[src/hdl/slb_pkg.sv]
// Purpose: Shared constants for the synthesizer latch bank.
// Assumes: 24-bit serial words, selector in the two lowest bits.
// Notes: Bit positions are those of the three programmed latches.
package slb_pkg;
   localparam int WORD_W = 24;
   localparam logic [1:0] SEL_CONTROL = 2'h0;
   localparam logic [1:0] SEL_REFERENCE = 2'h1;
   localparam logic [1:0] SEL_FEEDBACK = 2'h2;
   localparam logic [1:0] SEL_TEST = 2'h3;
   // Control word fields.
   localparam int CT_PRESCALE_HI = 23;
   localparam int CT_PRESCALE_LO = 22;
   localparam int CT_PD_SYNC = 21;
   localparam int CT_PD_REQ = 20;
   localparam int CT_CUR2_HI = 19;
   localparam int CT_CUR2_LO = 17;
   localparam int CT_CUR1_HI = 16;
   localparam int CT_CUR1_LO = 14;
   localparam int CT_DRIVE_HI = 13;
   localparam int CT_DRIVE_LO = 12;
   localparam int CT_MUTE = 11;
   localparam int CT_GAIN = 10;
   localparam int CT_TRISTATE = 9;
   localparam int CT_POLARITY = 8;
   localparam int CT_MON_HI = 7;
   localparam int CT_MON_LO = 5;
   localparam int CT_CLEAR = 4;
   localparam int CT_BIAS_HI = 3;
   localparam int CT_BIAS_LO = 2;
   // Feedback word fields.
   localparam int FB_HALVE_SEL = 23;
   localparam int FB_HALVE = 22;
   localparam int FB_GAIN = 21;
   localparam int FB_MAIN_HI = 20;
   localparam int FB_MAIN_LO = 8;
   localparam int FB_SPARE = 7;
   localparam int FB_SWALLOW_HI = 6;
   localparam int FB_SWALLOW_LO = 2;
   // Reference word fields.
   localparam int RF_SPARE_HI = 23;
   localparam int RF_SPARE_LO = 22;
   localparam int RF_BAND_HI = 21;
   localparam int RF_BAND_LO = 20;
   localparam int RF_TEST = 19;
   localparam int RF_PRECISION = 18;
   localparam int RF_ABL_HI = 17;
   localparam int RF_ABL_LO = 16;
   localparam int RF_COUNT_HI = 15;
   localparam int RF_COUNT_LO = 2;
   // Reset values and counts.
   localparam logic [23:0] WORD_RESET = 24'h000000;
   localparam int BAND_CYCLES = 5;
   localparam int SYNC_PD_EDGES = 2;
   typedef enum logic [1:0] {SLB_OFF, SLB_ON, SLB_PD_WAIT} slb_power_t;
endpackage

[src/hdl/slb_serial_if.sv]
// Purpose: Carries a completed serial word to the latch bank.
// Assumes: One clk_sys domain.
// Notes: word_valid is a one-cycle pulse at the load strobe rise.
interface slb_serial_if;
   logic [23:0] word;
   logic word_valid;
   modport shifter (output word, output word_valid);
   modport bank (input word, input word_valid);
endinterface

[src/hdl/slb_shifter.sv]
// Purpose: Three-wire input shift register, sampled in clk_sys.
// Assumes: Serial pins already synchronised by the caller.
// Notes: Keeps shifting in every power state.
module slb_shifter
   import slb_pkg::*;
(
   input wire logic clk_sys,
   input wire logic sys_rst,
   input wire logic sclk_sync,
   input wire logic sdata_sync,
   input wire logic strobe_sync,
   slb_serial_if.shifter sif
);
   logic sclk_d;
   logic strobe_d;
   logic [23:0] shift;

   always_ff @(posedge clk_sys) begin
      if (sys_rst) begin
         sclk_d <= 1'b0;
         strobe_d <= 1'b0;
      end else begin
         sclk_d <= sclk_sync;
         strobe_d <= strobe_sync;
      end
   end

   always_ff @(posedge clk_sys) begin
      if (sys_rst) begin
         shift <= WORD_RESET;
      end else if (sclk_sync && !sclk_d) begin
         shift <= {shift[22:0], sdata_sync};
      end
   end

   always_ff @(posedge clk_sys) begin
      if (sys_rst) begin
         sif.word <= WORD_RESET;
         sif.word_valid <= 1'b0;
      end else begin
         sif.word_valid <= strobe_sync && !strobe_d;
         if (strobe_sync && !strobe_d) begin
            sif.word <= shift;
         end
      end
   end
endmodule

[src/hdl/slb_latch_bank.sv]
// Purpose: Configuration latch bank and power-down control of a synthesizer.
// Assumes: Pins and lock/reference inputs arrive asynchronously.
// Notes: Fields without reproduced encodings are passed through raw.
module slb_latch_bank
   import slb_pkg::*;
(
   input wire logic clk_sys,
   input wire logic sys_rst,
   input wire logic serial_clk,
   input wire logic serial_data,
   input wire logic load_strobe,
   input wire logic chip_enable,
   input wire logic ref_div_out,
   input wire logic loop_locked,
   output logic powered,
   output logic bias_settle_start,
   output logic counters_load,
   output logic pump_tristate_out,
   output logic lock_detect_reset,
   output logic rf_output_enable,
   output logic ref_buffer_enable,
   output logic band_select_busy,
   output logic [2:0] pump_current,
   output logic [1:0] prescale_sel,
   output logic [1:0] output_drive,
   output logic [1:0] core_bias_level,
   output logic [2:0] monitor_select,
   output logic detector_polarity,
   output logic counter_clear,
   output logic feedback_halve_select,
   output logic output_halve,
   output logic [12:0] main_count,
   output logic [4:0] swallow_count,
   output logic [1:0] band_clock_div,
   output logic factory_test_bit,
   output logic lock_precision,
   output logic [1:0] antibacklash_width,
   output logic [13:0] ref_count
);
   logic [4:0] meta;
   logic [4:0] sync;
   logic ref_d;
   logic ref_rise;
   logic [23:0] pll_control_word;
   logic [23:0] feedback_divider_word;
   logic [23:0] reference_divider_word;
   logic pump_gain_select;
   logic control_seen;
   slb_power_t pstate;
   logic [1:0] edge_cnt;
   logic [2:0] band_cnt;
   logic band_pending;
   logic ce_low;
   logic wr_ctl;
   logic wr_fb;
   logic wr_ref;
   logic data_meta;
   logic serial_data_sync;
   slb_serial_if sif ();

   // Two-flop synchronisers; the first rank feeds only the second.
   always_ff @(posedge clk_sys) begin
      if (sys_rst) begin
         meta <= 5'h00;
         sync <= 5'h00;
      end else begin
         meta <= {loop_locked, ref_div_out, chip_enable, load_strobe,
                  serial_clk};
         sync <= meta;
      end
   end

   slb_shifter u_shift (
      .clk_sys(clk_sys),
      .sys_rst(sys_rst),
      .sclk_sync(sync[0]),
      .sdata_sync(serial_data_sync),
      .strobe_sync(sync[1]),
      .sif(sif)
   );

   // Data needs the same two-flop delay as the serial clock.
   always_ff @(posedge clk_sys) begin
      if (sys_rst) begin
         data_meta <= 1'b0;
         serial_data_sync <= 1'b0;
      end else begin
         data_meta <= serial_data;
         serial_data_sync <= data_meta;
      end
   end

   assign ce_low = !sync[2];
   assign ref_rise = sync[3] && !ref_d;
   assign wr_ctl = sif.word_valid && sif.word[1:0] == SEL_CONTROL;
   assign wr_fb = sif.word_valid && sif.word[1:0] == SEL_FEEDBACK;
   assign wr_ref = sif.word_valid && sif.word[1:0] == SEL_REFERENCE;

   always_ff @(posedge clk_sys) begin
      if (sys_rst) begin
         ref_d <= 1'b0;
      end else begin
         ref_d <= sync[3];
      end
   end

   always_ff @(posedge clk_sys) begin
      if (sys_rst) begin
         pll_control_word <= WORD_RESET;
         feedback_divider_word <= WORD_RESET;
         reference_divider_word <= WORD_RESET;
      end else begin
         if (wr_ctl) begin
            pll_control_word <= sif.word;
         end
         if (wr_fb) begin
            feedback_divider_word <= sif.word;
         end
         if (wr_ref) begin
            reference_divider_word <= sif.word;
         end
      end
   end

   always_ff @(posedge clk_sys) begin
      if (sys_rst) begin
         pump_gain_select <= 1'b0;
      end else if (wr_ctl) begin
         pump_gain_select <= sif.word[CT_GAIN];
      end else if (wr_fb) begin
         pump_gain_select <= sif.word[FB_GAIN];
      end
   end

   always_ff @(posedge clk_sys) begin
      if (sys_rst) begin
         control_seen <= 1'b0;
         bias_settle_start <= 1'b0;
      end else begin
         bias_settle_start <= wr_ctl && !control_seen;
         if (wr_ctl) begin
            control_seen <= 1'b1;
         end
      end
   end

   // Power state. Chip-enable low overrides everything.
   always_ff @(posedge clk_sys) begin
      if (sys_rst) begin
         pstate <= SLB_OFF;
         edge_cnt <= 2'h0;
      end else if (ce_low) begin
         pstate <= SLB_OFF;
      end else if (wr_ctl) begin
         edge_cnt <= 2'h0;
         if (!sif.word[CT_PD_REQ]) begin
            pstate <= SLB_ON;
         end else if (!sif.word[CT_PD_SYNC]) begin
            pstate <= SLB_OFF;
         end else begin
            pstate <= SLB_PD_WAIT;
         end
      end else begin
         case (pstate)
            SLB_OFF: begin
               // Hardware power-up resumes the programmed state.
               if (control_seen && !pll_control_word[CT_PD_REQ]) begin
                  pstate <= SLB_ON;
               end
            end
            SLB_ON: begin
            end
            SLB_PD_WAIT: begin
               if (ref_rise) begin
                  if (edge_cnt == 2'(SYNC_PD_EDGES - 1)) begin
                     pstate <= SLB_OFF;
                  end
                  edge_cnt <= edge_cnt + 2'h1;
               end
            end
            default: pstate <= SLB_OFF;
         endcase
      end
   end

   assign powered = pstate != SLB_OFF;

   always_ff @(posedge clk_sys) begin
      if (sys_rst) begin
         band_pending <= 1'b0;
         band_cnt <= 3'h0;
      end else begin
         if (wr_fb) begin
            band_pending <= 1'b1;
            band_cnt <= 3'h0;
         end else if (band_pending && powered && ref_rise) begin
            if (band_cnt == 3'(BAND_CYCLES - 1)) begin
               band_pending <= 1'b0;
            end
            band_cnt <= band_cnt + 3'h1;
         end
      end
   end

   assign band_select_busy = band_pending && powered;

   assign counters_load = !powered;
   assign lock_detect_reset = !powered;
   assign ref_buffer_enable = powered;
   assign pump_tristate_out = !powered || pll_control_word[CT_TRISTATE];
   assign rf_output_enable = powered &&
      (!pll_control_word[CT_MUTE] || sync[4]);

   assign pump_current = pump_gain_select ?
      pll_control_word[CT_CUR2_HI:CT_CUR2_LO] :
      pll_control_word[CT_CUR1_HI:CT_CUR1_LO];

   assign prescale_sel = pll_control_word[CT_PRESCALE_HI:CT_PRESCALE_LO];
   assign output_drive = pll_control_word[CT_DRIVE_HI:CT_DRIVE_LO];
   assign core_bias_level = pll_control_word[CT_BIAS_HI:CT_BIAS_LO];
   assign monitor_select = pll_control_word[CT_MON_HI:CT_MON_LO];
   assign detector_polarity = pll_control_word[CT_POLARITY];
   assign counter_clear = pll_control_word[CT_CLEAR];
   assign feedback_halve_select = feedback_divider_word[FB_HALVE_SEL];
   assign output_halve = feedback_divider_word[FB_HALVE];
   assign main_count = feedback_divider_word[FB_MAIN_HI:FB_MAIN_LO];
   assign swallow_count = feedback_divider_word[FB_SWALLOW_HI:FB_SWALLOW_LO];
   assign band_clock_div = reference_divider_word[RF_BAND_HI:RF_BAND_LO];
   assign factory_test_bit = reference_divider_word[RF_TEST];
   assign lock_precision = reference_divider_word[RF_PRECISION];
   assign antibacklash_width = reference_divider_word[RF_ABL_HI:RF_ABL_LO];
   assign ref_count = reference_divider_word[RF_COUNT_HI:RF_COUNT_LO];
endmodule

[config.mk]
export PLATFORM = sky130hd
export DESIGN_NAME = slb_latch_bank
export DESIGN_NICKNAME = d
export VERILOG_FILES = /design/src/hdl/slb_pkg.sv /design/src/hdl/slb_serial_if.sv /design/src/hdl/slb_shifter.sv /design/src/hdl/slb_latch_bank.sv
export SDC_FILE = /design/constraint.sdc
export NUM_CORES = 1
export LEC_CHECK = 0
export BUFFER_PORTS_ARGS = -buffer_cell sky130_fd_sc_hd__buf_2
export CORE_MARGIN = 2
export CORE_UTILIZATION = 51
export DETAILED_ROUTE_END_ITERATION = 8
export MAX_ROUTING_LAYER = met4
export PLACE_DENSITY_LB_ADDON = 0.12
export SLEW_MARGIN = 5
export SYNTH_ARGS = -nofsm -noshare
export SYNTH_HDL_FRONTEND = slang
export SYNTH_SLANG_ARGS = --single-unit
[constraint.sdc]
create_clock -name clk_sys -period 1.4 [get_ports clk_sys]
set_clock_uncertainty 0.1 [all_clocks]
set_input_delay 0.42 -clock clk_sys [delete_from_list [all_inputs] [get_ports clk_sys]]
set_output_delay 0.42 -clock clk_sys [all_outputs]
set_load 0.005 [all_outputs]
==> results.py <==
metrics = {
    "critical_path": {
        "crit_fanout": 4,
        "start_kind": "flop",
        "critPathKind": "flop to output pin",
        "r2r_cells": 5,
        "crit_start": "pump_gain_select",
        "crit_path_end_kind": "output pin",
        "critPathRequiredTime_ns": 0.88,
        "reg2reg_slack_ns": -0.03,
        "endpoint": "pump_current[1]",
        "timing.rr.end": "band_cnt[2]",
        "arrival_ns": 1.32,
        "worst_r2r_startpoint": "pstate[0]",
    },
    "power_and_ir_drop": {
        "switching_share_pct": 21.8,
        "pwr-share-seq_pct": 46.2,
        "switchingPower_mw": 1.83,
        "p_per_area_mw_per_mm2": 1280,
        "p_int_mw": 6.55,
        "vdd_drop_max_mv": 0.970,
        "clockPowerShare_pct": 51.1,
        "power_mw": 8.38,
        "p_leak_nw": 2.47,
        "p_comb_share_pct": 2.6,
    },
    "clocking": {
        "clk_latency_ns": 0.52,
        "cts_buffers": 17,
        "cts_tree": "yes",
        "clk_path_buf_depth": 2,
        "clk_pin_slew_ns": 0.06,
        "root_buffer": "clkbuf_8",
        "h-tree-depth": 4,
        "cts.sinks": 135,
    },
    "grt": {
        "grt_max_degree": 34,
        "grt_pass1_vias": 3804,
        "track_usage_pct": 23.1,
        "grt_antenna_before_repair": 0,
        "grt-ovfl-total": 0,
        "grt_pass1_wl_mm": 18.0,
    },
    "routing": {
        "dr.pass1.iters": 4,
        "drt_iter0_drc": 172,
        "wl_per_cell_um": 14.1,
        "vias_per_cell": 5.06,
        "ant_nets": 0,
        "vias": 4155,
        "route.detailed.drc": 0,
        "wirelength_mm": 11.5,
    },
    "sta": {
        "slew_headroom_pct": 73.0,
        "report.final.setup_viol": 63,
        "fmax_mhz": 544,
        "hold_viol": 0,
        "fin_crit_sh_pct": 131,
        "slew_viol_final": 0,
        "worst_pin_slew_ns": 0.405,
        "layout_setup_ws_ns": -0.440,
        "period_minus_slack_ns": 1.84,
        "grt_setup_unrepaired": "true",
        "worst_hold_slack_ns": 0.0181,
    },
    "yosys": {
        "synth_area_sq_mm": 0.00490,
        "synth_area_per_cell_sq_um": 8.26,
        "post-synth-top-area-cell": "dfxtp_1",
        "synthArstFlopShare_pct": 0,
        "yosysWarnings": 0,
        "ys_seq_elements": 135,
        "synth-seq-area-share_pct": 55.2,
        "synth_edf_count": 0,
        "synth.distinct_cells": 35,
        "syn_nets": 604,
        "yosys-top-cells-area": "dfxtp_1, nand2_1, a21oi_1",
        "yosysTopAreaCellShare_pct": 55.2,
        "synthCells": 593,
        "synthFlopType": "dfxtp_1",
    },
    "finish": {
        "regArea_sq_mm": 0.00278,
        "diodes": 0,
        "layout-drive-gt1-share_pct": 31.6,
        "final_core_util_pct": 70.6,
        "nets": 690,
        "area_growth_pct": 33.8,
        "multi_input_area_sq_mm": 0.00192,
        "fill_cells": 723,
        "final_cells": 821,
    },
    "outcome": {
        "status": "finished, violations left",
        "violations": "setup timing",
    },
    "floorplan": {
        "dieArea_sq_mm": 0.0104,
        "io_pins": 70,
        "rows": 35,
        "initial_utilization_pct": 52.7,
        "core_region_area_sq_mm": 0.00928,
        "die_x_um": 102,
        "die_h_um": 102,
    },
    "placement": {
        "port-buffer-count": 69,
        "dpl.cell_count": 770,
        "pre_cts_ws_ns": -0.0308,
        "gp_congestion": 0.777,
        "dp_hpwl_mm": 7.14,
    },
    "min_path": {
        "min_path_type": "input port to flop",
    },
    "flow_run": {
        "maxCapViolCount": 0,
    },
}
area by class of cell:
class,instances,area share [%]
tap,129,2.46
sequential,135,42.4
timing repair buffer,118,16.5
inverter,8,0.497
clock inverter,13,2.23
multi-input combinational,399,29.3
clock buffer,19,6.59
per-layer routing:
layer	track usage (%)	share of wire [%]	up-vias	wire length [um]
met4	9.95	1.4	0	165
li1	-	-	2085	-
met2	35.8	48	96	5580
met5	-	0	-	0
met3	5.40	5.3	13	609
met1	29.1	45	1961	5190
worst min path at each step:
stage          slack (ns)        startpoint                endpoint  cells after the start
2_1_floorplan        0.31  u_shift.strobe_d  u_shift.sif.word_valid                      1
3_3_place_gp         0.32  u_shift.strobe_d  u_shift.sif.word_valid                      1
3_5_place_dp         0.33           meta[4]                 sync[4]                      1
4_1_cts            0.0003       chip_enable                 meta[2]                      2
5_1_grt              0.01       loop_locked                 meta[4]                      2
6_report             0.02       chip_enable                 meta[2]                      2
critical path: stages (launching register included):
cell,delay (ns)
dfxtp_4,0.38
mux2_4,0.31
buf_6,0.12
registers in the layout (all words and copies together) (netlist names), 2 cells and up:
name,count
u_shift.shift,24
reference_divider_word,20
meta,5
band_cnt,3
edge_cnt,2
feedback_divider_word,20
sync,5
pll_control_word,20
pstate,2
u_shift.sif.word,24
per-stage QoR:
step                setup TNS [ns]  area [sq um]
floorplan                        0          4900
global route                 -9.45          6550
detailed placement         -0.0609          5450
CTS                          -8.64          6260
finish                       -7.28          6550
global placement                 0          5450
Yosys cell counts, types with 2 or more instances:
cell and number:
a21oi_1 115, and3b_2 2, buf_2 16, buf_4 11, buf_6 2, clkbuf_1 20, dfxtp_1 135, ha_1 3
inv_1 8, mux2_2 3, nand2_1 217, nand2b_1 6, nand3_1 3, nand3b_1 2, nand4_1 2, nor2_1 6
nor2b_1 20, o21ai_0 2, o21ai_1 2, o31ai_1 3
layout by cell type (no fill, tap or decap), drive strengths merged, types with 4 or more instances in the layout:
cell	n
nand2	217
nor2	6
dfxtp	135
nor2b	20
clkinvlp	5
o21ai	4
inv	12
buf	113
nand2b	6
a21oi	115
clkbuf	21
power groups by stage:
stage / registers [mW] / logic [mW] / clock network, mW
4_1_cts: 3.87 / 0.206 / 4.35
3_5_place_dp: 3.96 / 0.197 / 0
3_3_place_gp: 3.96 / 0.195 / 0
6_report: 3.87 / 0.221 / 4.28
5_1_grt: 3.87 / 0.240 / 4.52
2_1_floorplan: 3.96 / 0.124 / 0
timing repair:
| action | CTS | global route |
|---|---|---|
| gates cloned | 0 | 2 |
| hold buffers | 3 | 0 |
| hold endpoints to repair | 3 | 0 |
| resized for setup | 72 | 34 |
| buffers inserted | 6 | 8 |
| setup endpoints to repair | 62 | 100 |
| pin swaps | 2 | 3 |
cell families (layout without fill, tap and decap cells):
family,count (synthesis),count (layout),synth area share [%]
adder cells (fa/ha/maj),3,3,0.767
multiplexers,4,4,0.894
AND/OR/NAND/NOR,266,266,23.3
AO/OA/AOI/OAI,126,126,13.3
buffers and inverters,59,158,6.52
flip-flops,135,135,55.2
Note: power is estimated with default switching activity, not from simulation.
